$ cat config.mk
export PLATFORM = sky130hd
export DESIGN_NAME = bcs_setting_regs
export DESIGN_NICKNAME = d
export VERILOG_FILES = /design/src/core/bcs_setting_regs.v
export VERILOG_INCLUDE_DIRS = /design/src /design/src/core
export SDC_FILE = /design/constraint.sdc
export NUM_CORES = 1
export LEC_CHECK = 0
export BUFFER_PORTS_ARGS = -buffer_cell sky130_fd_sc_hd__buf_2
export CAP_MARGIN = 40
export CORE_MARGIN = 8
export CORE_UTILIZATION = 45
export CTS_CLUSTER_SIZE = 8
export DETAILED_ROUTE_END_ITERATION = 10
export HOLD_SLACK_MARGIN = 0.12
export PLACE_DENSITY_LB_ADDON = 0.1
export SKIP_CTS_REPAIR_TIMING = 1
export SLEW_MARGIN = 20
export SYNTH_ARGS = -nofsm -noshare
export SYNTH_HDL_FRONTEND = slang
export SYNTH_SLANG_ARGS = --single-unit
export TNS_END_PERCENT = 30
$ cat constraint.sdc
create_clock -name clk_in -period 3.63 [get_ports clk_in]
set_input_delay 0.363 -clock clk_in [delete_from_list [all_inputs] [get_ports clk_in]]
set_output_delay 0.363 -clock clk_in [all_outputs]
set_load 0.02 [all_outputs]
$ cat src/core/bcs_consts.vh
// Constants of the converter setting register bank.
// Included by the bank module; holds definitions only.
`ifndef BCS_CONSTS_VH
`define BCS_CONSTS_VH
`define BCS_ADDR_SECOND 8'h17
`define BCS_ADDR_THIRD 8'h18
`define BCS_ADDR_FOURTH 8'h19
`define BCS_ADDR_SLEW 8'h1a
`define BCS_BIT_PULSE_SKIP 7
`define BCS_BIT_RESERVED 6
`define BCS_CODE_MSB 5
`define BCS_BIT_GO 7
`define BCS_BIT_GO_NO_SLEW 6
`define BCS_RST_SECOND 8'h99
`define BCS_RST_THIRD 8'hbd
`define BCS_RST_FOURTH 8'h94
`define BCS_RST_SECOND_CODE 6'h19
`define BCS_RST_THIRD_CODE 6'h3d
`define BCS_RST_FOURTH_CODE 6'h14
`define BCS_RST_PULSE_SKIP 3'h7
`define BCS_WRITE_MASK 8'hbf
`define BCS_FOURTH_CODE_MAX 6'h34
`define BCS_BLANK_TIME_US 5000
`define BCS_CLK_MHZ 40
`define BCS_BLANK_CYCLES (`BCS_BLANK_TIME_US * `BCS_CLK_MHZ)
`endif

$ cat src/core/bcs_setting_regs.v
// Setting registers of three switching converters: pulse-skip bit and voltage code.
// Assumes a serial register front end that presents one-cycle write strobes and a
// read address, a password unit that grants writes, and resistor-select defaults.
`timescale 1ns/1ps
`include "bcs_consts.vh"

// Operation
// - Setting register writes land only while the password unit grants them.
// - Each write blanks that converter's voltage supervision for five milliseconds.
// - Second converter takes a new code only after go or go-no-slew is set.
// - Bit 7 is read-write pulse-skip enable, reset one; zero forces fixed frequency.
// - Second converter code in bits 5..0 resets to 19h.
// - Third converter code in bits 5..0 resets to 3Dh.
// - Registers reset to 0x99, 0xBD, 0x94 unless resistor select says otherwise.
// - Third and fourth defaults come from the resistor select input.
// - Fourth converter code in bits 5..0 resets to 14h.
// - Fourth codes 35h to 3Fh are reserved; 0h to 34h span 1.175 to 3.400 V.
module bcs_setting_regs #(
    parameter BLANK_CYCLES = `BCS_BLANK_CYCLES,
    parameter [7:0] THIRD_ALT_RESET = `BCS_RST_THIRD,
    parameter [7:0] FOURTH_ALT_RESET = `BCS_RST_FOURTH
) (
    input wire clk_in,
    input wire rst_in,
    input wire wr_en_in,
    input wire [7:0] wr_addr_in,
    input wire [7:0] wr_data_in,
    input wire write_grant_in,
    input wire [7:0] rd_addr_in,
    input wire resistor_default_select_in,
    input wire converter_enable_fourth_in,
    output reg [7:0] rd_data_out,
    output reg [2:0] pulse_skip_enable_out,
    output reg [5:0] second_converter_voltage_code_out,
    output reg [5:0] third_converter_voltage_code_out,
    output reg [5:0] fourth_converter_voltage_code_out,
    output reg [2:0] supervision_blank_out,
    output reg fourth_code_reserved_out
);
    // Sized for the default 5 ms count at 40 MHz; a longer blank needs a wider counter
    localparam CNT_W = 18;
    localparam [31:0] BLANK_LOAD_FULL = BLANK_CYCLES - 1;
    localparam [CNT_W-1:0] BLANK_LOAD = BLANK_LOAD_FULL[CNT_W-1:0];
    localparam [CNT_W-1:0] CNT_ZERO = {CNT_W{1'h0}};

    // Register images; bit 6 is never stored as one
    reg [7:0] second_reg;
    reg [7:0] third_reg;
    reg [7:0] fourth_reg;
    reg straps_loaded;
    reg [CNT_W-1:0] blank_cnt [0:2];
    reg [7:0] next_rd_data;
    wire write_allowed;
    wire [2:0] wr_hit;
    wire [2:0] rd_hit;
    wire [7:0] wr_clean;
    wire strap_take;
    wire slew_write;
    wire go_bits_set;
    wire go_seen;
    wire [5:0] next_second_code;
    wire [2:0] next_pulse_skip;
    wire fourth_code_reserved;
    wire fourth_change_running;

    // One-hot hit vector over the three setting registers, shared by write and read
    function [2:0] decode;
        input [7:0] addr;
        begin
            decode = {addr == `BCS_ADDR_FOURTH, addr == `BCS_ADDR_THIRD,
                      addr == `BCS_ADDR_SECOND};
        end
    endfunction

    // Write path
    assign write_allowed = wr_en_in & write_grant_in;
    assign wr_hit = decode(wr_addr_in) & {3{write_allowed}};
    assign wr_clean = wr_data_in & `BCS_WRITE_MASK;
    assign strap_take = !straps_loaded && resistor_default_select_in;

    // The slew register lives elsewhere; its writes are only watched for the go bits
    assign slew_write = wr_en_in && (wr_addr_in == `BCS_ADDR_SLEW);
    assign go_bits_set = wr_data_in[`BCS_BIT_GO] || wr_data_in[`BCS_BIT_GO_NO_SLEW];
    assign go_seen = slew_write && go_bits_set;
    // A write and a go in one cycle apply the value written in that cycle
    assign next_second_code = wr_hit[0] ? wr_clean[`BCS_CODE_MSB:0]
                                        : second_reg[`BCS_CODE_MSB:0];

    // Read path
    assign rd_hit = decode(rd_addr_in);

    always @* begin
        case (rd_hit)
            3'h1: next_rd_data = second_reg;
            3'h2: next_rd_data = third_reg;
            3'h4: next_rd_data = fourth_reg;
            default: next_rd_data = 8'h00;
        endcase
    end

    // Pulse-skip bits per converter: [0] second, [1] third, [2] fourth
    assign next_pulse_skip = {fourth_reg[`BCS_BIT_PULSE_SKIP], third_reg[`BCS_BIT_PULSE_SKIP],
                              second_reg[`BCS_BIT_PULSE_SKIP]};
    assign fourth_code_reserved = fourth_reg[`BCS_CODE_MSB:0] > `BCS_FOURTH_CODE_MAX;
    // Misuse detector only: the write itself is still taken
    assign fourth_change_running = wr_hit[2] && converter_enable_fourth_in;

    // The strap is caught once, at the first edge after reset release
    always @(posedge clk_in or posedge rst_in) begin
        if (rst_in) begin
            straps_loaded <= 1'h0;
        end else begin
            straps_loaded <= 1'h1;
        end
    end

    // Second converter setting; it has no strap alternative
    always @(posedge clk_in or posedge rst_in) begin
        if (rst_in) begin
            second_reg <= `BCS_RST_SECOND;
        end else if (wr_hit[0]) begin
            second_reg <= wr_clean;
        end
    end

    // A write in the strap cycle wins over the resistor default
    always @(posedge clk_in or posedge rst_in) begin
        if (rst_in) begin
            third_reg <= `BCS_RST_THIRD;
        end else if (wr_hit[1]) begin
            third_reg <= wr_clean;
        end else if (strap_take) begin
            third_reg <= THIRD_ALT_RESET & `BCS_WRITE_MASK;
        end
    end

    // Stored as written; reserved codes are kept and only raise the reserved flag
    always @(posedge clk_in or posedge rst_in) begin
        if (rst_in) begin
            fourth_reg <= `BCS_RST_FOURTH;
        end else if (wr_hit[2]) begin
            fourth_reg <= wr_clean;
        end else if (strap_take) begin
            fourth_reg <= FOURTH_ALT_RESET & `BCS_WRITE_MASK;
        end
    end

    // Applied code of the second converter; moves only on a go write
    always @(posedge clk_in or posedge rst_in) begin
        if (rst_in) begin
            second_converter_voltage_code_out <= `BCS_RST_SECOND_CODE;
        end else if (go_seen) begin
            second_converter_voltage_code_out <= next_second_code;
        end
    end

    // Per-converter blanking timers; a rewrite during blanking restarts the interval
    genvar i;
    generate
        for (i = 0; i < 3; i = i + 1) begin : g_blank
            always @(posedge clk_in or posedge rst_in) begin
                if (rst_in) begin
                    blank_cnt[i] <= CNT_ZERO;
                    supervision_blank_out[i] <= 1'h0;
                end else if (wr_hit[i]) begin
                    blank_cnt[i] <= BLANK_LOAD;
                    supervision_blank_out[i] <= 1'h1;
                end else if (blank_cnt[i] != CNT_ZERO) begin
                    blank_cnt[i] <= blank_cnt[i] - 1'h1;
                end else begin
                    supervision_blank_out[i] <= 1'h0;
                end
            end
        end
    endgenerate

    // Read data lags the address by one edge; unmapped addresses read zero
    always @(posedge clk_in or posedge rst_in) begin
        if (rst_in) begin
            rd_data_out <= 8'h00;
        end else begin
            rd_data_out <= next_rd_data;
        end
    end

    always @(posedge clk_in or posedge rst_in) begin
        if (rst_in) begin
            pulse_skip_enable_out <= `BCS_RST_PULSE_SKIP;
        end else begin
            pulse_skip_enable_out <= next_pulse_skip;
        end
    end

    // Third and fourth codes follow their registers one edge later
    always @(posedge clk_in or posedge rst_in) begin
        if (rst_in) begin
            third_converter_voltage_code_out <= `BCS_RST_THIRD_CODE;
        end else begin
            third_converter_voltage_code_out <= third_reg[`BCS_CODE_MSB:0];
        end
    end

    always @(posedge clk_in or posedge rst_in) begin
        if (rst_in) begin
            fourth_converter_voltage_code_out <= `BCS_RST_FOURTH_CODE;
        end else begin
            fourth_converter_voltage_code_out <= fourth_reg[`BCS_CODE_MSB:0];
        end
    end

    // Flags a reserved code, or a change made while the converter runs
    always @(posedge clk_in or posedge rst_in) begin
        if (rst_in) begin
            fourth_code_reserved_out <= 1'h0;
        end else begin
            fourth_code_reserved_out <= fourth_code_reserved || fourth_change_running;
        end
    end
endmodule // bcs_setting_regs

==> flow_metrics.tcl, run 1 <==
set metrics [dict create \
    outcome "complete, no violations" \
    cp_data_arrival_time_ns 2.66 \
    multiInputGateArea_um2 2270 \
    setup.worst_path.end_class "flop" \
    antenna_cells_inserted 0 \
    layout-area-overhead-vs-synth_pct 15.7 \
    netlist_area_um2 5150 \
    synthFlopType "dfrtp_1" \
    ff_latch_area_um2 2740 \
    grt_max_degree 62 \
    timing.reg2reg.setup_slack_ns 1.24 \
    critPathMostFrequentCell "or4_1" \
    synth_enable_flop_cells 0 \
    power.share.sequential_pct 50.5 \
    pint_mw 2.15 \
    clk_pin_slew_worst_paths_ns 0.07 \
    grt_first_pass_wirelength_um 20000 \
    synth_cells 508 \
    maximum_clock_frequency_mhz 418 \
    layout.cells.non_filler 717 \
    netlist-cell-type-count 56 \
    routed_wirelength_um 12000 \
    number_of_max_capacitance_violations_reported 0 \
    final_period_minus_worst_setup_slack_ns 2.39 \
    drv_slew 0 \
    switching_share_pct 29.4 \
    xor_xnor_share_of_the_synthesized_area_pct 0 \
    portBuffers 61 \
    cts.root.buffer_cell "clkbuf_16" \
    top_level_ports 63 \
    rsz0062_at_grt "false" \
    crit-reg2reg-launch "blank_cnt[39]" \
    grt.total_usage_pct 16.7 \
    worst_setup_path_start_kind "flop" \
    power-per-cell-area_nw_per_um2 512 \
    synth.yosys.warnings 0 \
    synth_compound_gate_area_share_pct 13.0 \
    die_area_um2 15100 \
    timing.final.hold_violations 0 \
    setup_total_negative_slack_ns 0 \
    cts_num_sinks 108 \
    die_y_um 123 \
    vdd_ir_drop_max_v 0.000430 \
    timing_worst_slew_pin_value_ns 0.789 \
    async_flop_share_pct 100 \
    largest_family_of_logic_cells_by_synthesized_area "simple AND/OR/NAND/NOR gates" \
    synthAdderAreaFrac_pct 0.728 \
    rows 39 \
    post-route-period-util_pct 65.9 \
    yosys-mux-area-fraction_pct 6.31 \
    most_common_library_cell_in_the_layout_ignoring_fill_and_taps "dfrtp_1" \
    timing.final.ws_setup_ns 1.24 \
    tritoncts "done" \
    required_ns 3.90 \
    rr_worst_depth 4 \
    worst_hold_slack_ns 0.222 \
    largest_register_ff_count 54 \
    critical_path.max_fanout 12 \
    number_of_antenna_violations_at_the_first_check_in_global_routing 0 \
    avgViaCountPerCell 5.74 \
    synth-simple-area-share_pct 23.9 \
    worstPathCellList "or4_1 -> or4_1 -> or3_1 -> a21oi_1" \
    clock_skew_after_layout_ns 0.00568 \
    chipWidth_um 123 \
    number_of_failing_setup_endpoints_in_the_final_timing_report 0 \
    seq_area_frac_synth_pct 53.1 \
    slowest_stage "or4_1" \
    core-area_um2 11300 \
    regMostFlops "blank_cnt" \
    detailedRoute.firstIterationViolations 314 \
    cpPeakStageDelay_ns 0.71 \
    num-fill-cells 1022 \
    gr-total-overflow 0 \
    initial_util_pct 45.5 \
    antenna_violating_nets_post_route 0 \
    switching_power_of_the_nets_uw 898 \
    place.detailed.instances 698 \
    mostFrequentLayoutCells "82 x dfrtp_1, 61 x buf_2, 59 x nand2_1, 33 x o21ai_0, 33 x nor2_1" \
    number_of_global_route_vias_before_repair 4079 \
    postSynthNetCount 541 \
    worstReg2RegEnd "blank_cnt[48]" \
    power.combinational.fraction_pct 17.0 \
    vias 4112 \
    synth-seq-cells 108 \
    post_route_cells_drive_above_1_share_pct 24.0 \
    drcViolationCount 0 \
    endpoint "blank_cnt[48]" \
    cts_htree_levels 3 \
    dpl_worst_slack_ns 1.26 \
    slew_headroom_pct 47.0 \
    critPathKind "flop to flop" \
    postSynthAreaPerCell_um2 10.1 \
    wl_per_cell_um 16.7 \
    worst_skew_pair.late_latency_ns 0.35 \
    crit_start "blank_cnt[39]" \
    clockPowerShare_pct 32.5 \
    power.static_leakage_nw 2.51 \
    clockBufferDepth 2 \
    drt-pass1-iter-count 4 \
    layout.nets 602 \
    hp-class "primary input to flop" \
    place_hpwl_um 8390 \
    globalplace.congestion 0.796 \
    tritoncts.num_buffers 9 \
]
## power by group through the flow
stage	Sequential [mW]	Clock, mW	Combinational [mW]
3_3_place_gp	1.55	0	0.506
5_1_grt	1.57	1.06	0.599
2_1_floorplan	1.51	0	0.431
3_5_place_dp	1.56	0	0.523
6_report	1.54	0.993	0.518
4_1_cts	1.54	1.02	0.522
## how the worst min path moves through the flow
stage                        startpoint                  endpoint  slack [ns]  depth (start not counted)
after floorplan           fourth_reg[7]  pulse_skip_enable_out[2]        0.36                          0
after global placement    fourth_reg[7]  pulse_skip_enable_out[2]        0.37                          0
after detailed placement  fourth_reg[7]  pulse_skip_enable_out[2]        0.37                          0
after CTS                        rst_in            rd_data_out[0]        0.17                          2
after global routing      wr_data_in[2]             fourth_reg[2]        0.22                          3
final                     wr_data_in[2]             fourth_reg[2]        0.22                          3
## stage by stage
step	area [um^2]	utilization [%]	power, mW
2_1_floorplan	5150	-	1.94
3_3_place_gp	5600	49.5	2.06
3_5_place_dp	5620	49.6	2.08
4_1_cts	5920	52.3	3.08
5_1_grt	5960	52.7	3.24
6_report	5960	52.7	3.05
## Yosys cell counts, types with 3 or more instances
cell type,n,area (um^2)
dfrtp_1,82,2050
nand2_1,59,221
nor2_1,33,124
o21ai_0,33,165
dfstp_2,26,683
nor3_1,25,125
a21oi_1,24,120
clkbuf_1,19,71.3
mux2i_1,19,190
nand2b_1,18,113
nand3_1,16,80.1
or4_1,14,105
nor4_1,13,81.3
mux2_2,12,135
inv_1,11,41.3
o211ai_1,8,60.1
or3_1,8,50.1
a22oi_1,6,45.0
a211oi_1,5,37.5
and2_1,5,31.3
nor4b_1,5,43.8
o31ai_1,5,37.5
and2_0,4,25.0
a211o_1,3,26.3
and3_1,3,18.8
and4b_1,3,30.0
buf_2,3,15.0
ha_1,3,37.5
nand4_1,3,18.8
nor2b_1,3,18.8
o2111a_1,3,33.8
## final cells by class
type | count | area share [%]
sequential | 108 | 45.9
multi-input combinational | 365 | 38.1
tap | 143 | 3.00
timing repair buffer | 74 | 7.22
clock inverter | 6 | 1.20
inverter | 11 | 0.735
clock buffer | 10 | 3.84
## kinds of logic after synthesis
group                      after synthesis
adders and majority gates                3
DFF                                    108
other                                    2
buffers and inverters                   35
muxes                                   31
and+or+nand+nor                        226
AOI/OAI and AO/OA                      103
## routing by layer
metal  track usage (%)  up-vias  wire length (um)
li1                  -     1983                 -
met1              20.2     2033              5300
met2              28.4       85              5920
met3              4.70       11               607
met4              4.89        0               140
met5                 0        -                 0
## worst max-delay path, delay by kind of cell (launching register included)
kind / cells / cell delay, ns
flip-flops: 1 / 0.44
AND/OR/NAND/NOR: 3 / 1.71
AO/OA/AOI/OAI: 1 / 0.15
(Power assumes the default switching activity.)
==> run 2: changes to the inputs <==
Clock period 3.63 ns to 2.3 ns, I/O delays scaled along.
==> flow_metrics.tcl, run 2 (synthesis gave the netlist of run 1 again) <==
set metrics [dict create \
    power-per-cell-area_nw_per_um2 796 \
    wl_per_cell_um 16.0 \
    rows 39 \
    number_of_global_route_vias_before_repair 4134 \
    slowest_stage "or4b_1" \
    antenna_violating_nets_post_route 0 \
    min-delay-start "wr_data_in[4]" \
    grt_max_degree 33 \
    maximum_clock_frequency_mhz 460 \
    slew_headroom_pct 55.6 \
    grt_first_pass_wirelength_um 19800 \
    number_of_failing_setup_endpoints_in_the_final_timing_report 0 \
    vdd_ir_drop_max_v 0.000567 \
    highest_routing_layer_actually_used "met4" \
    layout.nets 628 \
    worstPathCellList "or4_1 -> or4b_1 -> a311oi_1 -> mux2i_1" \
    post_route_cells_drive_above_1_share_pct 27.2 \
    cts_htree_levels 3 \
    largest_register_ff_count 54 \
    drv_slew 0 \
    avgViaCountPerCell 5.62 \
    top_level_ports 63 \
    timing.reg2reg.setup_slack_ns 0.13 \
    ff_latch_area_um2 2740 \
    clock_skew_after_layout_ns 0.00629 \
    num-fill-cells 1002 \
    regMostFlops "blank_cnt" \
    timing_worst_slew_pin_value_ns 0.665 \
    antenna_cells_inserted 0 \
    final_period_minus_worst_setup_slack_ns 2.17 \
    power.static_leakage_nw 2.66 \
    outcome "complete, no violations" \
    number_of_antenna_violations_at_the_first_check_in_global_routing 0 \
    tritoncts "done" \
    detail_route.wirelength.met1_um 5290 \
    crit_family "simple AND/OR/NAND/NOR gates" \
    crit-reg2reg-launch "blank_cnt[41]" \
    portBuffers 61 \
    endpoint "blank_cnt[49]" \
    routed_wirelength_um 11900 \
    clockBufferDepth 2 \
    post-route-period-util_pct 94.5 \
    drt-pass1-iter-count 4 \
    cts_num_sinks 108 \
    detailedRoute.firstIterationViolations 201 \
    multiInputGateArea_um2 2280 \
    cpPeakStageDelay_ns 0.58 \
    grt.total_usage_pct 16.3 \
    cts.root.buffer_cell "clkbuf_16" \
    worstSetupPathDepth 4 \
    die_area_um2 15100 \
    worst_skew_pair.late_latency_ns 0.35 \
    most_common_library_cell_in_the_layout_ignoring_fill_and_taps "dfrtp_1" \
    worstReg2RegEnd "blank_cnt[49]" \
    tritoncts.num_buffers 9 \
    worst_setup_path_start_kind "flop" \
    drcViolationCount 0 \
    dr_wl_met2_um 5810 \
    number_of_max_capacitance_violations_reported 0 \
    timing.final.hold_violations 0 \
    cp.buffers_inverters 0 \
    layout.cell_area.non_filler_um2 6210 \
    core-area_um2 11300 \
    initial_util_pct 45.5 \
    p_total_mw 4.95 \
    postPlaceCellArea_um2 5830 \
    cp_data_arrival_time_ns 2.45 \
    mostFrequentLayoutCells "82 x dfrtp_1, 61 x buf_2, 59 x nand2_1, 33 x o21ai_0, 33 x nor2_1" \
    die_y_um 123 \
    rsz0062_at_grt "false" \
    clk_pin_slew_worst_paths_ns 0.07 \
    required_ns 2.58 \
    critPathKind "flop to flop" \
    hp-class "primary input to flop" \
    gr-total-overflow 0 \
    place_hpwl_um 8550 \
    chipWidth_um 123 \
    crit_start "blank_cnt[41]" \
    rr_worst_depth 4 \
    setup_total_negative_slack_ns 0 \
    globalplace.congestion 0.830 \
    critical_path.max_fanout 5 \
    detailroute.wirelength.met3_um 574 \
    vias 4174 \
    layout-area-overhead-vs-synth_pct 20.5 \
    setup.worst_path.end_class "flop" \
]
-- run 2: changes by cell type in the layout (fill, tap and decap cells not counted), moves of 2 or more --
cell,delta
dlygate4sd3_1,+3
buf_12,+4
buf_4,+22
clkbuf_8,+2
-- run 2: worst min-delay path, delay by kind of cell --
family / cells / cell delay (ns)
buffers and inverters: 1 / 0.12
and+or+nand+nor: 2 / 0.09
-- run 2: through the flow --
stage | std cells | hold slack (ns) | util [%] | worst slack, ns
2_1_floorplan | 508 | 0.313 | - | 0.172
3_3_place_gp | 722 | 0.364 | 51.5 | 0.0466
3_5_place_dp | 722 | 0.365 | 51.5 | 0.0318
4_1_cts | 738 | 0.0348 | 54.3 | 0.0227
5_1_grt | 743 | 0.122 | 54.9 | 0.0297
6_report | 743 | 0.0989 | 54.9 | 0.128
-- run 2: cell type report --
type                            count  share of cell area, %
Timing Repair Buffer              100                   10.6
Sequential cell                   108                   44.0
Clock buffer                       12                   4.13
Clock inverter                      4                  0.906
Inverter                           11                  0.725
Multi-Input combinational cell    365                   36.7
Tap cell                          143                   2.88
-- run 2: power breakdown --
group	total, mW	switching, mW	leakage (nW)	internal [mW]
clock network	1.60	0.688	0.153	0.912
logic	0.938	0.463	1.25	0.476
registers	2.41	0.263	1.26	2.15
total	4.95	1.41	2.66	3.53
-- run 2: worst min path at each step --
| stage | slack [ns] | end | depth (start not counted) |
|---|---|---|---|
| floorplan | 0.31 | fourth_reg[2] | 2 |
| global placement | 0.36 | third_converter_voltage_code_out[2] | 0 |
| detailed placement | 0.36 | third_converter_voltage_code_out[2] | 0 |
| CTS | 0.03 | blank_cnt[22] | 2 |
| global route | 0.12 | fourth_reg[4] | 3 |
| finish | 0.1 | fourth_reg[4] | 3 |
-- run 2: per-layer routing --
metal / global-route usage (%) / vias to the layer above
met5: 0 / -
met4: 6.85 / 0
met3: 3.20 / 15
met2: 27.5 / 87
met1: 20.0 / 2023
li1: - / 2049
==> run 3: changes to the inputs <==
==> constraint.sdc (replaced) <==
create_clock -name clk_in -period 2.2 [get_ports clk_in]
set_input_delay 0.11 -clock clk_in [delete_from_list [all_inputs] [get_ports clk_in]]
set_output_delay 0.11 -clock clk_in [all_outputs]
set_load 0.02 [all_outputs]
==> flow_metrics.tcl, run 3 (synthesis gave the netlist of run 1 again) <==
set metrics [dict create \
    outcome "complete, no violations" \
    grt_max_degree 56 \
    worstPathCellList "or4_1 -> or4b_1 -> a311oi_1 -> mux2i_1" \
    post_route_cells_drive_above_1_share_pct 27.6 \
    maximum_clock_frequency_mhz 468 \
    cts_num_sinks 108 \
    portBuffers 61 \
    post-route-period-util_pct 97.2 \
    postPlaceCellArea_um2 5830 \
    dpl_worst_slack_ns 0.0374 \
    mostFrequentLayoutCells "82 x dfrtp_1, 61 x buf_2, 59 x nand2_1, 37 x buf_4" \
    layout.nets 636 \
    crit-reg2reg-launch "blank_cnt[39]" \
    detailedRoute.firstIterationViolations 319 \
    antenna_violating_nets_post_route 0 \
    drv_slew 0 \
    rows 39 \
    crit_family "simple AND/OR/NAND/NOR gates" \
    cts_htree_levels 3 \
    drt-pass1-iter-count 4 \
    tritoncts.num_buffers 9 \
    dr_wl_met2_um 6000 \
    layout.cell_area.non_filler_um2 6270 \
    gr-total-overflow 0 \
    final_period_minus_worst_setup_slack_ns 2.14 \
    antenna_cells_inserted 0 \
    worst_hold_slack_ns 0.188 \
    layout-area-overhead-vs-synth_pct 21.7 \
    timing.hold.worst_path_depth 5 \
    setup_total_negative_slack_ns 0 \
    cpPeakStageDelay_ns 0.58 \
    ff_latch_area_um2 2740 \
    setup.worst_path.end_class "flop" \
    place.detailed.instances 726 \
    initial_util_pct 45.5 \
    cp.buffers_inverters 0 \
    top_level_ports 63 \
    power-per-cell-area_nw_per_um2 841 \
    timing.reg2reg.setup_slack_ns 0.06 \
    avgViaCountPerCell 5.59 \
    end_of_the_worst_hold_path "rd_data_out[2]" \
    min-delay-start "rd_addr_in[3]" \
    clockBufferDepth 2 \
    largest_register_ff_count 54 \
    vdd_ir_drop_max_v 0.000841 \
    globalplace.congestion 0.791 \
    regMostFlops "blank_cnt" \
    hp-class "primary input to flop" \
    vias 4200 \
    chipWidth_um 123 \
    cp_data_arrival_time_ns 2.41 \
    detailroute.wirelength.met3_um 521 \
    timing.final.ws_setup_ns 0.0614 \
    die_area_um2 15100 \
    worst_skew_pair.late_latency_ns 0.35 \
    required_ns 2.47 \
    clock_skew_after_layout_ns 0.00725 \
    place_hpwl_um 8670 \
    critPathKind "flop to flop" \
    core-area_um2 11300 \
    number_of_global_route_vias_before_repair 4043 \
    cts.root.buffer_cell "clkbuf_16" \
    wl_per_cell_um 16.2 \
    critical_path.max_fanout 3 \
    number_of_max_capacitance_violations_reported 0 \
    detail_route.wirelength.met1_um 5520 \
    rsz0062_at_grt "true" \
    timing_worst_slew_pin_value_ns 0.698 \
    grt_first_pass_wirelength_um 20100 \
    routed_wirelength_um 12200 \
    clk_pin_slew_worst_paths_ns 0.07 \
    power.static_leakage_nw 2.69 \
    number_of_failing_setup_endpoints_in_the_final_timing_report 0 \
    worst_setup_path_start_kind "flop" \
    multiInputGateArea_um2 2290 \
    grt.total_usage_pct 16.8 \
    num-fill-cells 1011 \
    number_of_antenna_violations_at_the_first_check_in_global_routing 0 \
    tritoncts "done" \
    rr_worst_depth 4 \
    worstReg2RegEnd "blank_cnt[49]" \
    slew_headroom_pct 53.4 \
    timing.final.hold_violations 0 \
    most_common_library_cell_in_the_layout_ignoring_fill_and_taps "dfrtp_1" \
    layout.cells.non_filler 751 \
    drcViolationCount 0 \
    die_y_um 123 \
    slowest_stage "or4_1" \
    highest_routing_layer_actually_used "met4" \
]
## run 3: cell types whose count changed in the layout (fill, tap and decap cells not counted), sizes merged
cell / delta
clkbuf: +1
clkinv: -1
buf: +3
dlygate4sd3: +5
## run 3: power by group
group	internal [mW]	switching, mW
Sequential	2.24	0.266
Clock	1.01	0.709
Combinational	0.524	0.516
Total	3.78	1.49
## run 3: layer usage
layer | track usage [%] | vias to the layer above
met4 | 4.36 | 0
met3 | 4.47 | 6
met2 | 28.1 | 59
met1 | 21.3 | 2079
li1 | - | 2056
met5 | 0 | -
## run 3: layout make-up
type                            instances  share of cell area [%]
Timing Repair Buffer                  108                    11.1
Tap cell                              143                    2.85
Clock buffer                           13                    4.49
Multi-Input combinational cell        365                    36.6
Clock inverter                          3                   0.659
Sequential cell                       108                    43.6
Inverter                               11                   0.718
## run 3: through the flow
step	total power [mW]	utilization, %
2_1_floorplan	3.20	-
3_3_place_gp	3.51	51.5
3_5_place_dp	3.56	51.5
4_1_cts	5.30	54.4
5_1_grt	5.58	55.4
6_report	5.27	55.4
## run 3: worst max-delay path by stage
stage / end / from / cells past startpoint
finish: blank_cnt[49] / blank_cnt[39] / 4
floorplan: blank_cnt[42] / blank_cnt[39] / 5
CTS: blank_cnt[48] / blank_cnt[44] / 4
global route: blank_cnt[33] / blank_cnt[28] / 4
detailed placement: blank_cnt[49] / blank_cnt[44] / 4
global placement: blank_cnt[48] / blank_cnt[44] / 4
## run 3: worst reg2reg max path, stage by stage (launching register included)
cell	delay, ns
dfrtp_1	0.38
or4_1	0.58
or4b_1	0.56
a311oi_1	0.32
mux2i_1	0.22
